$ cat config.mk
export PLATFORM = sky130hd
export DESIGN_NAME = slpm_top
export DESIGN_NICKNAME = d
export VERILOG_FILES = /design/src/hw/slpm_top.v /design/src/hw/slpm_strap_latch.v
export VERILOG_INCLUDE_DIRS = /design/src /design/src/hw
export SDC_FILE = /design/constraint.sdc
export NUM_CORES = 1
export LEC_CHECK = 0
export BUFFER_PORTS_ARGS = -buffer_cell sky130_fd_sc_hd__buf_2
export CAP_MARGIN = 0
export CORE_MARGIN = 4
export CORE_UTILIZATION = 38
export CTS_BUF_LIST = sky130_fd_sc_hd__clkbuf_16
export CTS_CLUSTER_SIZE = 28
export DETAILED_ROUTE_END_ITERATION = 10
export GPL_ROUTABILITY_DRIVEN = 1
export PLACE_DENSITY = 0.71
export SLEW_MARGIN = 20
export SYNTH_ARGS = -nofsm -noshare
export SYNTH_HDL_FRONTEND = slang
export SYNTH_SLANG_ARGS = --single-unit
export TNS_END_PERCENT = 5
$ cat constraint.sdc
create_clock -name pclk -period 1.2 [get_ports pclk]
set_clock_uncertainty 0.2 [all_clocks]
set_input_delay 0.36 -clock pclk [delete_from_list [all_inputs] [get_ports pclk]]
set_output_delay 0.36 -clock pclk [all_outputs]
set_load 0.005 [all_outputs]
$ cat src/hw/slpm_map.vh
// register offsets, field positions, reset values and encodings for the strap and pin mapper
`ifndef SLPM_MAP_VH
`define SLPM_MAP_VH
// apb addresses: word offset of the panel config, then byte addresses
`define SLPM_PANEL_CFG_ADDR 12'h032
`define SLPM_PANEL_CFG_BADDR 12'h0C8
`define SLPM_STRAP_STAT_BADDR 12'h0CC
`define SLPM_ADDR_W 12
// panel interface field
`define SLPM_PANEL_MODE_LSB 0
`define SLPM_PANEL_MODE_MSB 1
`define SLPM_PANEL_MODE_RST 2'h0
// panel modes
`define SLPM_MODE_RGB 2'h0
`define SLPM_MODE_SERIAL 2'h1
`define SLPM_MODE_PARALLEL 2'h2
`define SLPM_MODE_OFF 2'h3
// strap bit positions
`define SLPM_STRAP_RSVD 0
`define SLPM_STRAP_HBUS 1
`define SLPM_STRAP_ORDER 2
`define SLPM_STRAP_RST 3'h0
// host pin synchroniser idle value: strobes and select high
`define SLPM_HOST_IDLE 5'h1F
// last count of the strap settle counter after reset release
`define SLPM_SETTLE_LAST 2'h3
`endif

$ cat src/hw/slpm_top.v
// strap latch and host/panel pin mapping with apb configuration registers
// Function
// sample straps once at reset release
// ignore strap changes until next reset
// low host select: 80 style, rd/wr strobes
// high host select: 68 style interface
// byte order strap 1 big, 0 little
// reserved strap held low by system
// panel pins follow two-bit panel field
// 68 style: strobes and direction remap
`timescale 1ns/1ns
`default_nettype none
`include "slpm_map.vh"
module slpm_top (
   input wire pclk,
   input wire presetn,
   input wire psel,
   input wire penable,
   input wire pwrite,
   input wire [11:0] paddr,
   input wire [31:0] pwdata,
   output reg [31:0] prdata,
   output reg pready,
   output reg pslverr,
   input wire [2:0] config_straps,
   input wire host_cs_n,
   input wire host_rd_pin_n,
   input wire host_wr_pin_n,
   input wire [2:0] host_addr_bus,
   output reg host_rd_strobe_n,
   output reg host_wr_strobe_n,
   output reg host_cs_out_n,
   output reg [2:0] host_addr_out,
   output reg big_endian,
   output reg host_bus_68,
   output reg strap_fault,
   input wire pnl_vsync,
   input wire pnl_hsync,
   input wire pnl_dclk,
   input wire pnl_den,
   input wire pnl_ser_cs_n,
   input wire pnl_ser_clk,
   input wire pnl_ser_a0,
   input wire pnl_ser_do,
   input wire pnl_par_wr_n,
   input wire pnl_par_a0,
   input wire pnl_par_cs_n,
   output reg pin_frame,
   output reg pin_line,
   output reg pin_shift,
   output reg pin_drdy,
   output reg pin_cs1_n,
   output reg pin_sck,
   output reg pin_a0,
   output reg pin_so,
   output reg [1:0] panel_mode
);
   //*************************************************
   // decode functions
   //*************************************************
   // pure decodes shared by the output stages; no state lives here
   // host strobes from the rd and wr pins by host bus style;
   // the result is {rd strobe, wr strobe}, both active low
   function [1:0] slpm_host_strobes;
      input style_68; // captured host bus select, 1 for 68 style
      input rd_pin_n; // read pin, the data strobe in 68 style
      input wr_pin_n; // write pin, the direction in 68 style
      begin
         if (!style_68) begin
            // 80 style: read and write strobes pass straight through
            slpm_host_strobes = {rd_pin_n, wr_pin_n};
         end else begin
            // 68 style: direction high reads, low writes, both gated
            // by the data strobe
            slpm_host_strobes[1] = rd_pin_n | ~wr_pin_n;
            slpm_host_strobes[0] = rd_pin_n | wr_pin_n;
         end
      end
   endfunction

   // register select on the full byte address; misaligned or
   // unmapped addresses select nothing and end in an error response
   function slpm_hit;
      input [`SLPM_ADDR_W-1:0] addr; // bus byte address
      input [`SLPM_ADDR_W-1:0] target; // register byte address
      begin
         slpm_hit = (addr == target);
      end
   endfunction

   //*************************************************
   // pin synchronisers
   //*************************************************
   reg [2:0] strap_s1_ff; // first stage, read only by second
   reg [2:0] strap_s2_ff; // synchronised straps
   reg [4:0] host_s1_ff; // first stage host pins
   reg [4:0] host_s2_ff; // synchronised host pins
   wire [2:0] straps_cfg; // latched strap set
   wire strap_done; // strap capture completed
   reg [1:0] panel_mode_ff; // panel interface field

   // two flops for every strap and host pin input
   always @(posedge pclk or negedge presetn) begin
      if (!presetn) begin
         strap_s1_ff <= 3'h0;
         strap_s2_ff <= 3'h0;
         // host pins park idle high so no false strobe follows reset
         host_s1_ff <= `SLPM_HOST_IDLE;
         host_s2_ff <= `SLPM_HOST_IDLE;
      end else begin
         strap_s1_ff <= config_straps;
         strap_s2_ff <= strap_s1_ff;
         host_s1_ff <= {host_addr_bus[1:0], host_cs_n, host_rd_pin_n,
                        host_wr_pin_n};
         host_s2_ff <= host_s1_ff;
      end
   end

   //*************************************************
   // strap capture
   //*************************************************
   // the capture waits two clocks for the synchroniser to fill, so the
   // latch never takes the reset value still held in the second stage
   reg [1:0] settle_ff; // settle counter after release
   wire latch_rst_n; // latch held in reset until the straps have settled
   // counts up after release and parks at its last value
   always @(posedge pclk or negedge presetn) begin
      if (!presetn) begin
         settle_ff <= 2'h0;
      end else if (settle_ff != `SLPM_SETTLE_LAST) begin
         settle_ff <= settle_ff + 2'h1;
      end
   end

   // asserts with the pin reset at once; releases from a flop output
   // only, so the latch reset cannot glitch; bit 1 stays set once the
   // counter parks, so the capture happens once per reset
   // a user must keep the straps steady until this release has passed
   assign latch_rst_n = presetn & settle_ff[1];

   // one capture per reset release, held until the next reset
   slpm_strap_latch u_latch (
      .pclk(pclk),
      .presetn(latch_rst_n),
      .straps_sync(strap_s2_ff),
      .straps_ff(straps_cfg),
      .captured_ff(strap_done)
   );

   //*************************************************
   // host port mapping
   //*************************************************
   reg addr2_s1_ff; // top address bit first stage
   reg addr2_s2_ff; // top address bit synchronised
   // top address bit takes the same two stages as the other host pins
   always @(posedge pclk or negedge presetn) begin
      if (!presetn) begin
         addr2_s1_ff <= 1'b0;
         addr2_s2_ff <= 1'b0;
      end else begin
         addr2_s1_ff <= host_addr_bus[2];
         addr2_s2_ff <= addr2_s1_ff;
      end
   end

   // rd/wr pins keep or swap meaning by host bus style
   always @(posedge pclk or negedge presetn) begin
      if (!presetn) begin
         host_rd_strobe_n <= 1'b1;
         host_wr_strobe_n <= 1'b1;
         host_cs_out_n <= 1'b1;
         host_addr_out <= 3'h0;
         big_endian <= 1'b0;
         host_bus_68 <= 1'b0;
         strap_fault <= 1'b0;
      end else begin
         host_cs_out_n <= host_s2_ff[2];
         host_addr_out <= {addr2_s2_ff, host_s2_ff[4:3]};
         big_endian <= straps_cfg[`SLPM_STRAP_ORDER];
         host_bus_68 <= straps_cfg[`SLPM_STRAP_HBUS];
         strap_fault <= strap_done & straps_cfg[`SLPM_STRAP_RSVD];
         // rd/wr pins keep or swap meaning by the captured host style;
         // the style comes from the latched strap, never the live pin
         {host_rd_strobe_n, host_wr_strobe_n} <=
            slpm_host_strobes(straps_cfg[`SLPM_STRAP_HBUS],
                              host_s2_ff[1], host_s2_ff[0]);
      end
   end

   //*************************************************
   // panel pin mapping
   //*************************************************
   // each mode routes its own source set to the shared panel pins; pins
   // that the mode does not use park at their idle level
   // a mode change shows on the pins one clock after the field write
   always @(posedge pclk or negedge presetn) begin
      if (!presetn) begin
         pin_frame <= 1'b0;
         pin_line <= 1'b0;
         pin_shift <= 1'b0;
         pin_drdy <= 1'b0;
         pin_cs1_n <= 1'b1;
         pin_sck <= 1'b0;
         pin_a0 <= 1'b0;
         pin_so <= 1'b0;
         panel_mode <= `SLPM_PANEL_MODE_RST;
      end else begin
         panel_mode <= panel_mode_ff;
         case (panel_mode_ff)
            `SLPM_MODE_RGB: begin
               // sync and clock pins drive the rgb timing
               pin_frame <= pnl_vsync;
               pin_line <= pnl_hsync;
               pin_shift <= pnl_dclk;
               pin_drdy <= pnl_den;
               pin_cs1_n <= 1'b1;
               pin_sck <= 1'b0;
               pin_a0 <= 1'b0;
               pin_so <= 1'b0;
            end
            `SLPM_MODE_SERIAL: begin
               // rgb timing plus serial command pins
               pin_frame <= pnl_vsync;
               pin_line <= pnl_hsync;
               pin_shift <= pnl_dclk;
               pin_drdy <= pnl_den;
               pin_cs1_n <= pnl_ser_cs_n;
               pin_sck <= pnl_ser_clk;
               pin_a0 <= pnl_ser_a0;
               pin_so <= pnl_ser_do;
            end
            `SLPM_MODE_PARALLEL: begin
               // frame becomes write strobe, line becomes a0
               pin_frame <= pnl_par_wr_n;
               pin_line <= pnl_par_a0;
               pin_shift <= 1'b0;
               pin_drdy <= 1'b0;
               pin_cs1_n <= pnl_par_cs_n;
               pin_sck <= 1'b0;
               pin_a0 <= 1'b0;
               pin_so <= 1'b0;
            end
            default: begin
               // unused mode parks every pin idle
               pin_frame <= 1'b0;
               pin_line <= 1'b0;
               pin_shift <= 1'b0;
               pin_drdy <= 1'b0;
               pin_cs1_n <= 1'b1;
               pin_sck <= 1'b0;
               pin_a0 <= 1'b0;
               pin_so <= 1'b0;
            end
         endcase
      end
   end

   //*************************************************
   // apb slave
   //*************************************************
   wire apb_setup; // setup phase of a transfer
   wire hit_cfg; // panel config selected
   wire hit_stat; // strap status selected
   wire [31:0] cfg_word; // read view of the panel field
   wire [31:0] stat_word; // read view of the capture flag and straps
   assign apb_setup = psel & ~penable;
   assign hit_cfg = slpm_hit(paddr, `SLPM_PANEL_CFG_BADDR);
   assign hit_stat = slpm_hit(paddr, `SLPM_STRAP_STAT_BADDR);
   // unused bits read as zero so software can widen the fields later
   assign cfg_word = {30'h0, panel_mode_ff};
   assign stat_word = {28'h0, strap_done, straps_cfg};

   // an unmapped address is refused: error with ready, no write, and
   // read data of zero, so a stray access cannot change the panel mode
   // the answer never takes a wait state, whatever the address
   // pready falls again at the access edge, so a held psel with penable
   // high never sees a second answer
   // no wait state: answer registered in setup, ready in the first access cycle
   always @(posedge pclk or negedge presetn) begin
      if (!presetn) begin
         pready <= 1'b0;
         pslverr <= 1'b0;
         prdata <= 32'h00000000;
         panel_mode_ff <= `SLPM_PANEL_MODE_RST;
      end else begin
         pready <= apb_setup;
         pslverr <= 1'b0;
         prdata <= 32'h00000000;
         if (apb_setup) begin
            if (hit_cfg) begin
               if (!pwrite) begin
                  prdata <= cfg_word;
               end
            end else if (hit_stat) begin
               if (!pwrite) begin
                  prdata <= stat_word;
               end
            end else begin
               pslverr <= 1'b1;
            end
         end
         // write lands at the access edge with ready
         if (psel & penable & pready & pwrite & hit_cfg) begin
            panel_mode_ff <= pwdata[`SLPM_PANEL_MODE_MSB:`SLPM_PANEL_MODE_LSB];
         end
      end
   end
endmodule // slpm_top
`default_nettype wire

$ cat src/hw/slpm_strap_latch.v
// strap capture register: samples straps once after reset release
`timescale 1ns/1ns
`default_nettype none
`include "slpm_map.vh"
module slpm_strap_latch (
   input wire pclk,
   input wire presetn,
   input wire [2:0] straps_sync,
   output reg [2:0] straps_ff,
   output reg captured_ff
);
   // capture on the first clock after release, then hold until next reset
   always @(posedge pclk or negedge presetn) begin
      if (!presetn) begin
         straps_ff <= `SLPM_STRAP_RST;
         captured_ff <= 1'b0;
      end else if (!captured_ff) begin
         straps_ff <= straps_sync;
         captured_ff <= 1'b1;
      end
      // later strap changes are ignored here // see
   end
endmodule // slpm_strap_latch
`default_nettype wire

* After elaboration in Yosys (flattened, before gate mapping)
Cells that the tools add are included.
Cells by class: $add $sub $neg 1, equal/unequal tests 5, mux-type cells 17, bitwise operators 11, reduce and logical (&&, ||, !) cells 2
Operators by type and width (number):
- $mux W32 | 2
- $eq A12 B8 Y1 const B | 2
- $mux W1 | 8
- $mux W4 | 2
- $and A1 B1 Y1 | 7
- $pmux W1 S2 | 3
- $mux W2 | 2
- $add A2 B1 Y2 const B | 1
- $eq A2 B1 Y1 const B | 1
- $eq A2 B2 Y1 const B | 1
- $logic_not A2 Y1 | 1
- $ne A2 B2 Y1 const B | 1
- $not A1 Y1 | 2
- $or A1 B1 Y1 | 2
- $reduce_or A2 Y1 | 1
Word-level totals: register bits after elaboration 79, bits of input ports 69, output and inout port bits 53

* Depth between registers and ports, before layout
depth in word-level cells 4, gate-level depth with buffers 4, gate-level depth less buffers 4

* By module
A second synthesis with hierarchy kept.
Unflattened totals: cells, all modules 135, area, all modules 1921.8 um2
Modules (own cells, without submodules):
- slpm_top | times used 1, cells each 127, area each 1784.2 um2
- slpm_strap_latch | times used 1, cells each 8, area each 137.6 um2

* Least setup slack after synthesis
No wires, ideal clock.
kind input -> register, start point input paddr[11], end point register panel_mode_ff[0], library setup time 0.127 ns, arrival time 1.147 ns, required time 0.873 ns, setup slack -0.275 ns, stages on the path 3, buffers on the path 0, path through nor4_4 nand4_2 mux2_1
On the way: word-level cells in the longest chain between the ends 2
Ends and longest elaborated chain:
- from (decl) | RTL line slpm_top.v:20 | input wire [11:0] paddr,
- $eq A12 B8 Y1 | RTL line slpm_top.v:87 | slpm_hit = (addr == target);
- $and A1 B1 Y1 | RTL line slpm_top.v:303 | if (psel & penable & pready & pwrite & hit_cfg) begin
- to (signal assigned) | RTL line slpm_top.v:284 | panel_mode_ff <= `SLPM_PANEL_MODE_RST;
- to (signal assigned) | RTL line slpm_top.v:304 | panel_mode_ff <= pwdata[`SLPM_PANEL_MODE_MSB:`SLPM_PANEL_MODE_LSB];
- to (decl) | RTL line slpm_top.v:100 | reg [1:0] panel_mode_ff;
No other way between the ends. A chain may end at the register's enable or synchronous reset.

* Worst setup path in the final report
start point register host_wr_strobe_n, end point output host_wr_strobe_n
RTL lines:
- from (decl) | RTL line slpm_top.v:31 | output reg host_wr_strobe_n,
- from (signal assigned) | RTL line slpm_top.v:184 | {host_rd_strobe_n, host_wr_strobe_n} <=
No word-level cell between the ends.

==> parameters.txt <==
Parameter                              Value

Yosys
  Total of warnings raised by yosys ... 0
  Share of the yosys chip area belonging to registers ... roughly two thirds
  Dominant cell by count in the synthesized netlist ... dfrtp_1
  Cell types occupying the most area after synthesis ... dfrtp_1 (48%), dfstp_2 (19%), buf_4 (11%)
  Number of enable flip-flop cells after synthesis ... 0
  Distinct cell type count after synthesis ... 30
  Post-synthesis cell type with the largest combined area ... dfrtp_1
  Synthesized cell area ... approximately 1900 sq um
  Synth Area per Inst ... between 10 and 15 sq um
  Post-Synthesis Cells ... 135
  Most numerous cell types in the synthesized netlist ... dfrtp_1 (37), buf_4 (28), dfstp_2 (14)
  Post-synth top flop ... dfrtp_1
  Share of Yosys cell area claimed by the top area cell type ... around half
  Synth async-reset ratio ... 100.0%
  FF+latch count, synth ... between 50 and 60

Critical path
  Cell-by-cell listing of the critical path ... buf_2
  Setup Crit Path Kind ... flop to primary output
  Top fanout value on the critical path ... 1
  Biggest cell delay along the critical path ... approximately 0.51 ns
  Critical-path top delay cell ... dfstp_2
  CP top delay family ... flip-flops
  Nature of the critical path endpoint ... primary output
  Data arrival time of the critical path ... 0.90 ns
  Critical Path Source Type ... flop
  Required @ worst endpoint ... roughly 0.64 ns
  CP bufs+invs ... 1

Clocking
  Clock transition at path regs ... 0.07 ns
  Clk_lat worst skew ... around 0.28 ns
  CTS tree ... built
  Clock H-tree levels ... 2
  Maximum buffer depth of the clock tree ... 2
  CTS root buffer ... clkbuf_16
  Clock net sink count ... 51
  Number of clock buffers inserted by TritonCTS ... 5

GRT
  Wire length of the first global-routing pass ... around 5.6 mm
  Overall overflow remaining after global route ... 0
  Total track usage ... between 10% and 20%
  Pin count of the biggest net entering global routing ... 19
  Via count of the first global-routing pass ... 1238
  Antenna violations before repair ... 0

STA
  Total count of max-transition violations in the final report ... 0
  Post-layout min period ... around 1.5 ns
  Aggregate negative setup slack ... -3.930 ns
  Max frequency ... about 690 MHz
  Final Hold Viols ... 0
  Final setup violation count ... 32
  Minimum setup slack in the final design ... -0.2587 ns
  Part of the cycle the worst path needs ... 121.6%
  Setup repair after global routing missed its margin ... true

Final layout
  Share of post-route cells with drive strength above 1 ... 48.91%
  Filler cell count in the final layout ... 430
  Antenna diode count ... 0
  Number of nets in the layout ... between 300 and 400
  Final instance area ... ~2600 sq um
  Synthesis-to-layout area growth ... 37.64%

Run status
  Violations in the final reports ... setup timing
  Status ... finished, violations left

Placement
  Pre-CTS worst setup slack ... -0.4620 ns
  Port bufs ... 63
  Placed cell area ... between 2000 and 2500 sq um
  RD Place Congestion ... 0.8287
  Detailed Place HPWL ... around 2.6 mm

Power
  Total power after layout ... about 3700 uW
  Leakage power ... 0.001351 uW
  Areal power density over the cells ... between 1000 and 1500 nW/um^2
  IR drop worst, VDD ... just over 0.0009 V

Job
  Max-capacitance violation count ... 0

Route
  Routed vias ... approximately 1200
  Average routed wire per standard cell ... between 10 and 15 um
  DR DRC count ... 0
  Antenna-violating nets left ... 0
  Detailed router's first-iteration violation count ... 21
  Number of iterations in the first detailed-routing pass ... 4
  Detailed-route vias per instance ... 4.034
  WL final ... 3.369 mm

Floorplan
  Starting utilization of the core area ... around two fifths
  Die width ... ~79 um
  Core Rows ... 25
  Core Region ... between 4000 and 5000 sq um
  Die Footprint ... 6248 sq um
  Ports placed on the boundary ... 122
  Die Span Y ... 79.05 um

Min path
  Worst Hold Class ... flop to asynchronous set/reset pin
## power breakdown
| part | internal, uW | leakage, uW | switching [uW] |
|---|---|---|---|
| Combinational | 141 | 0.000667 | 126 |
| Clock | 990 | 0.0000804 | 593 |
| Sequential | 1810 | 0.000603 | 25.8 |
| Total | 2940 | 0.00135 | 745 |
## through the flow
stage / std cells / hold WS, ns / utilization, %
after global placement: 278 / 0.01291 / 48.03
final: 296 / 0.03416 / 54.81
after CTS: 296 / 0.03793 / 54.47
after floorplan: 162 / -0.1356 / -
after detailed placement: 278 / 0.03061 / 48.03
after global routing: 296 / 0.08239 / 54.81
## area by class of cell
class | instances | area (sq um) | area share [%]
sequential | 51 | 1294 | 49.00
tap | 67 | 83.83 | 3.175
clock inverter | 3 | 46.29 | 1.754
clock buffer | 5 | 125.1 | 4.739
inverter | 7 | 26.28 | 0.9953
timing repair buffer | 87 | 539.3 | 20.43
multi-input combinational | 76 | 525.5 | 19.91
## logic make-up (layout without fill, tap and decap cells)
family                   after synthesis  after routing  share of synthesized area (%)
adder cells (fa/ha/maj)                5              5                          3.262
XOR/XNOR                               1              1                         0.4567
buffers and inverters                 35            102                          12.33
multiplexers                           7              7                          3.979
other                                  2             29                         0.3915
flip-flops                            51             51                          67.45
AND/OR/NAND/NOR                       24             24                          8.806
AO/OA/AOI/OAI                         10             10                          3.327
## repair_timing
item                                   CTS  global route
buffers inserted                         0             0
endpoints found under the hold margin   46             0
gates cloned                             0             0
setup endpoints to repair               37            35
resized for setup                       10             3
pin swaps                                3             0
hold buffers                            10             0
## sequential cells by signal, summed over array words and instances (netlist names), 2 cells and up
| register | flops |
|---|---|
| host_addr_out | 3 |
| panel_mode | 2 |
| strap_s1_ff | 3 |
| strap_s2_ff | 3 |
| settle_ff | 2 |
| u_latch.straps_ff | 3 |
| panel_mode_ff | 2 |
| prdata | 4 |
| host_s1_ff | 5 |
| host_s2_ff | 5 |
## cell usage in the layout, fill, tap and decap left out, types with 3 or more instances in the layout
master         synthesis  layout
dfrtp_1               37      37
ha_2                   0       4
clkbuf_16              0       5
dlygate4sd3_1          0      10
buf_2                  0      60
inv_1                  7       7
dfstp_2               14      14
mux2_2                 3       3
conb_1                 2      29
buf_6                  0       3
and2_1                 5       5
buf_4                 28      14
nand2_1                5       5
## worst paths after layout
| path | start | cells after the start | slack [ns] | endpoint |
|---|---|---|---|---|
| max | host_wr_strobe_n | 1 | -0.26 | host_wr_strobe_n |
| min | settle_ff[1] | 1 | 0.03 | u_latch.straps_ff[1] |
| max reg2reg | pready | 3 | -0.12 | panel_mode_ff[0] |
| min reg2reg | settle_ff[1] | 1 | 0.03 | u_latch.straps_ff[1] |
| max in group asynchronous | presetn | 3 | 0.11 | pin_cs1_n |
| min in group pclk | pnl_dclk | 2 | 0.09 | pin_shift |
## layer usage
metal  part of all wire (%)  track usage [%]  up-vias
met5                      0                0        -
met4                    1.2            4.983        0
met3                    8.8            3.401        4
met2                     51            18.86       60
met1                     39            13.81      562
li1                       -                -      568
Power figures use the tool's default switching activity.
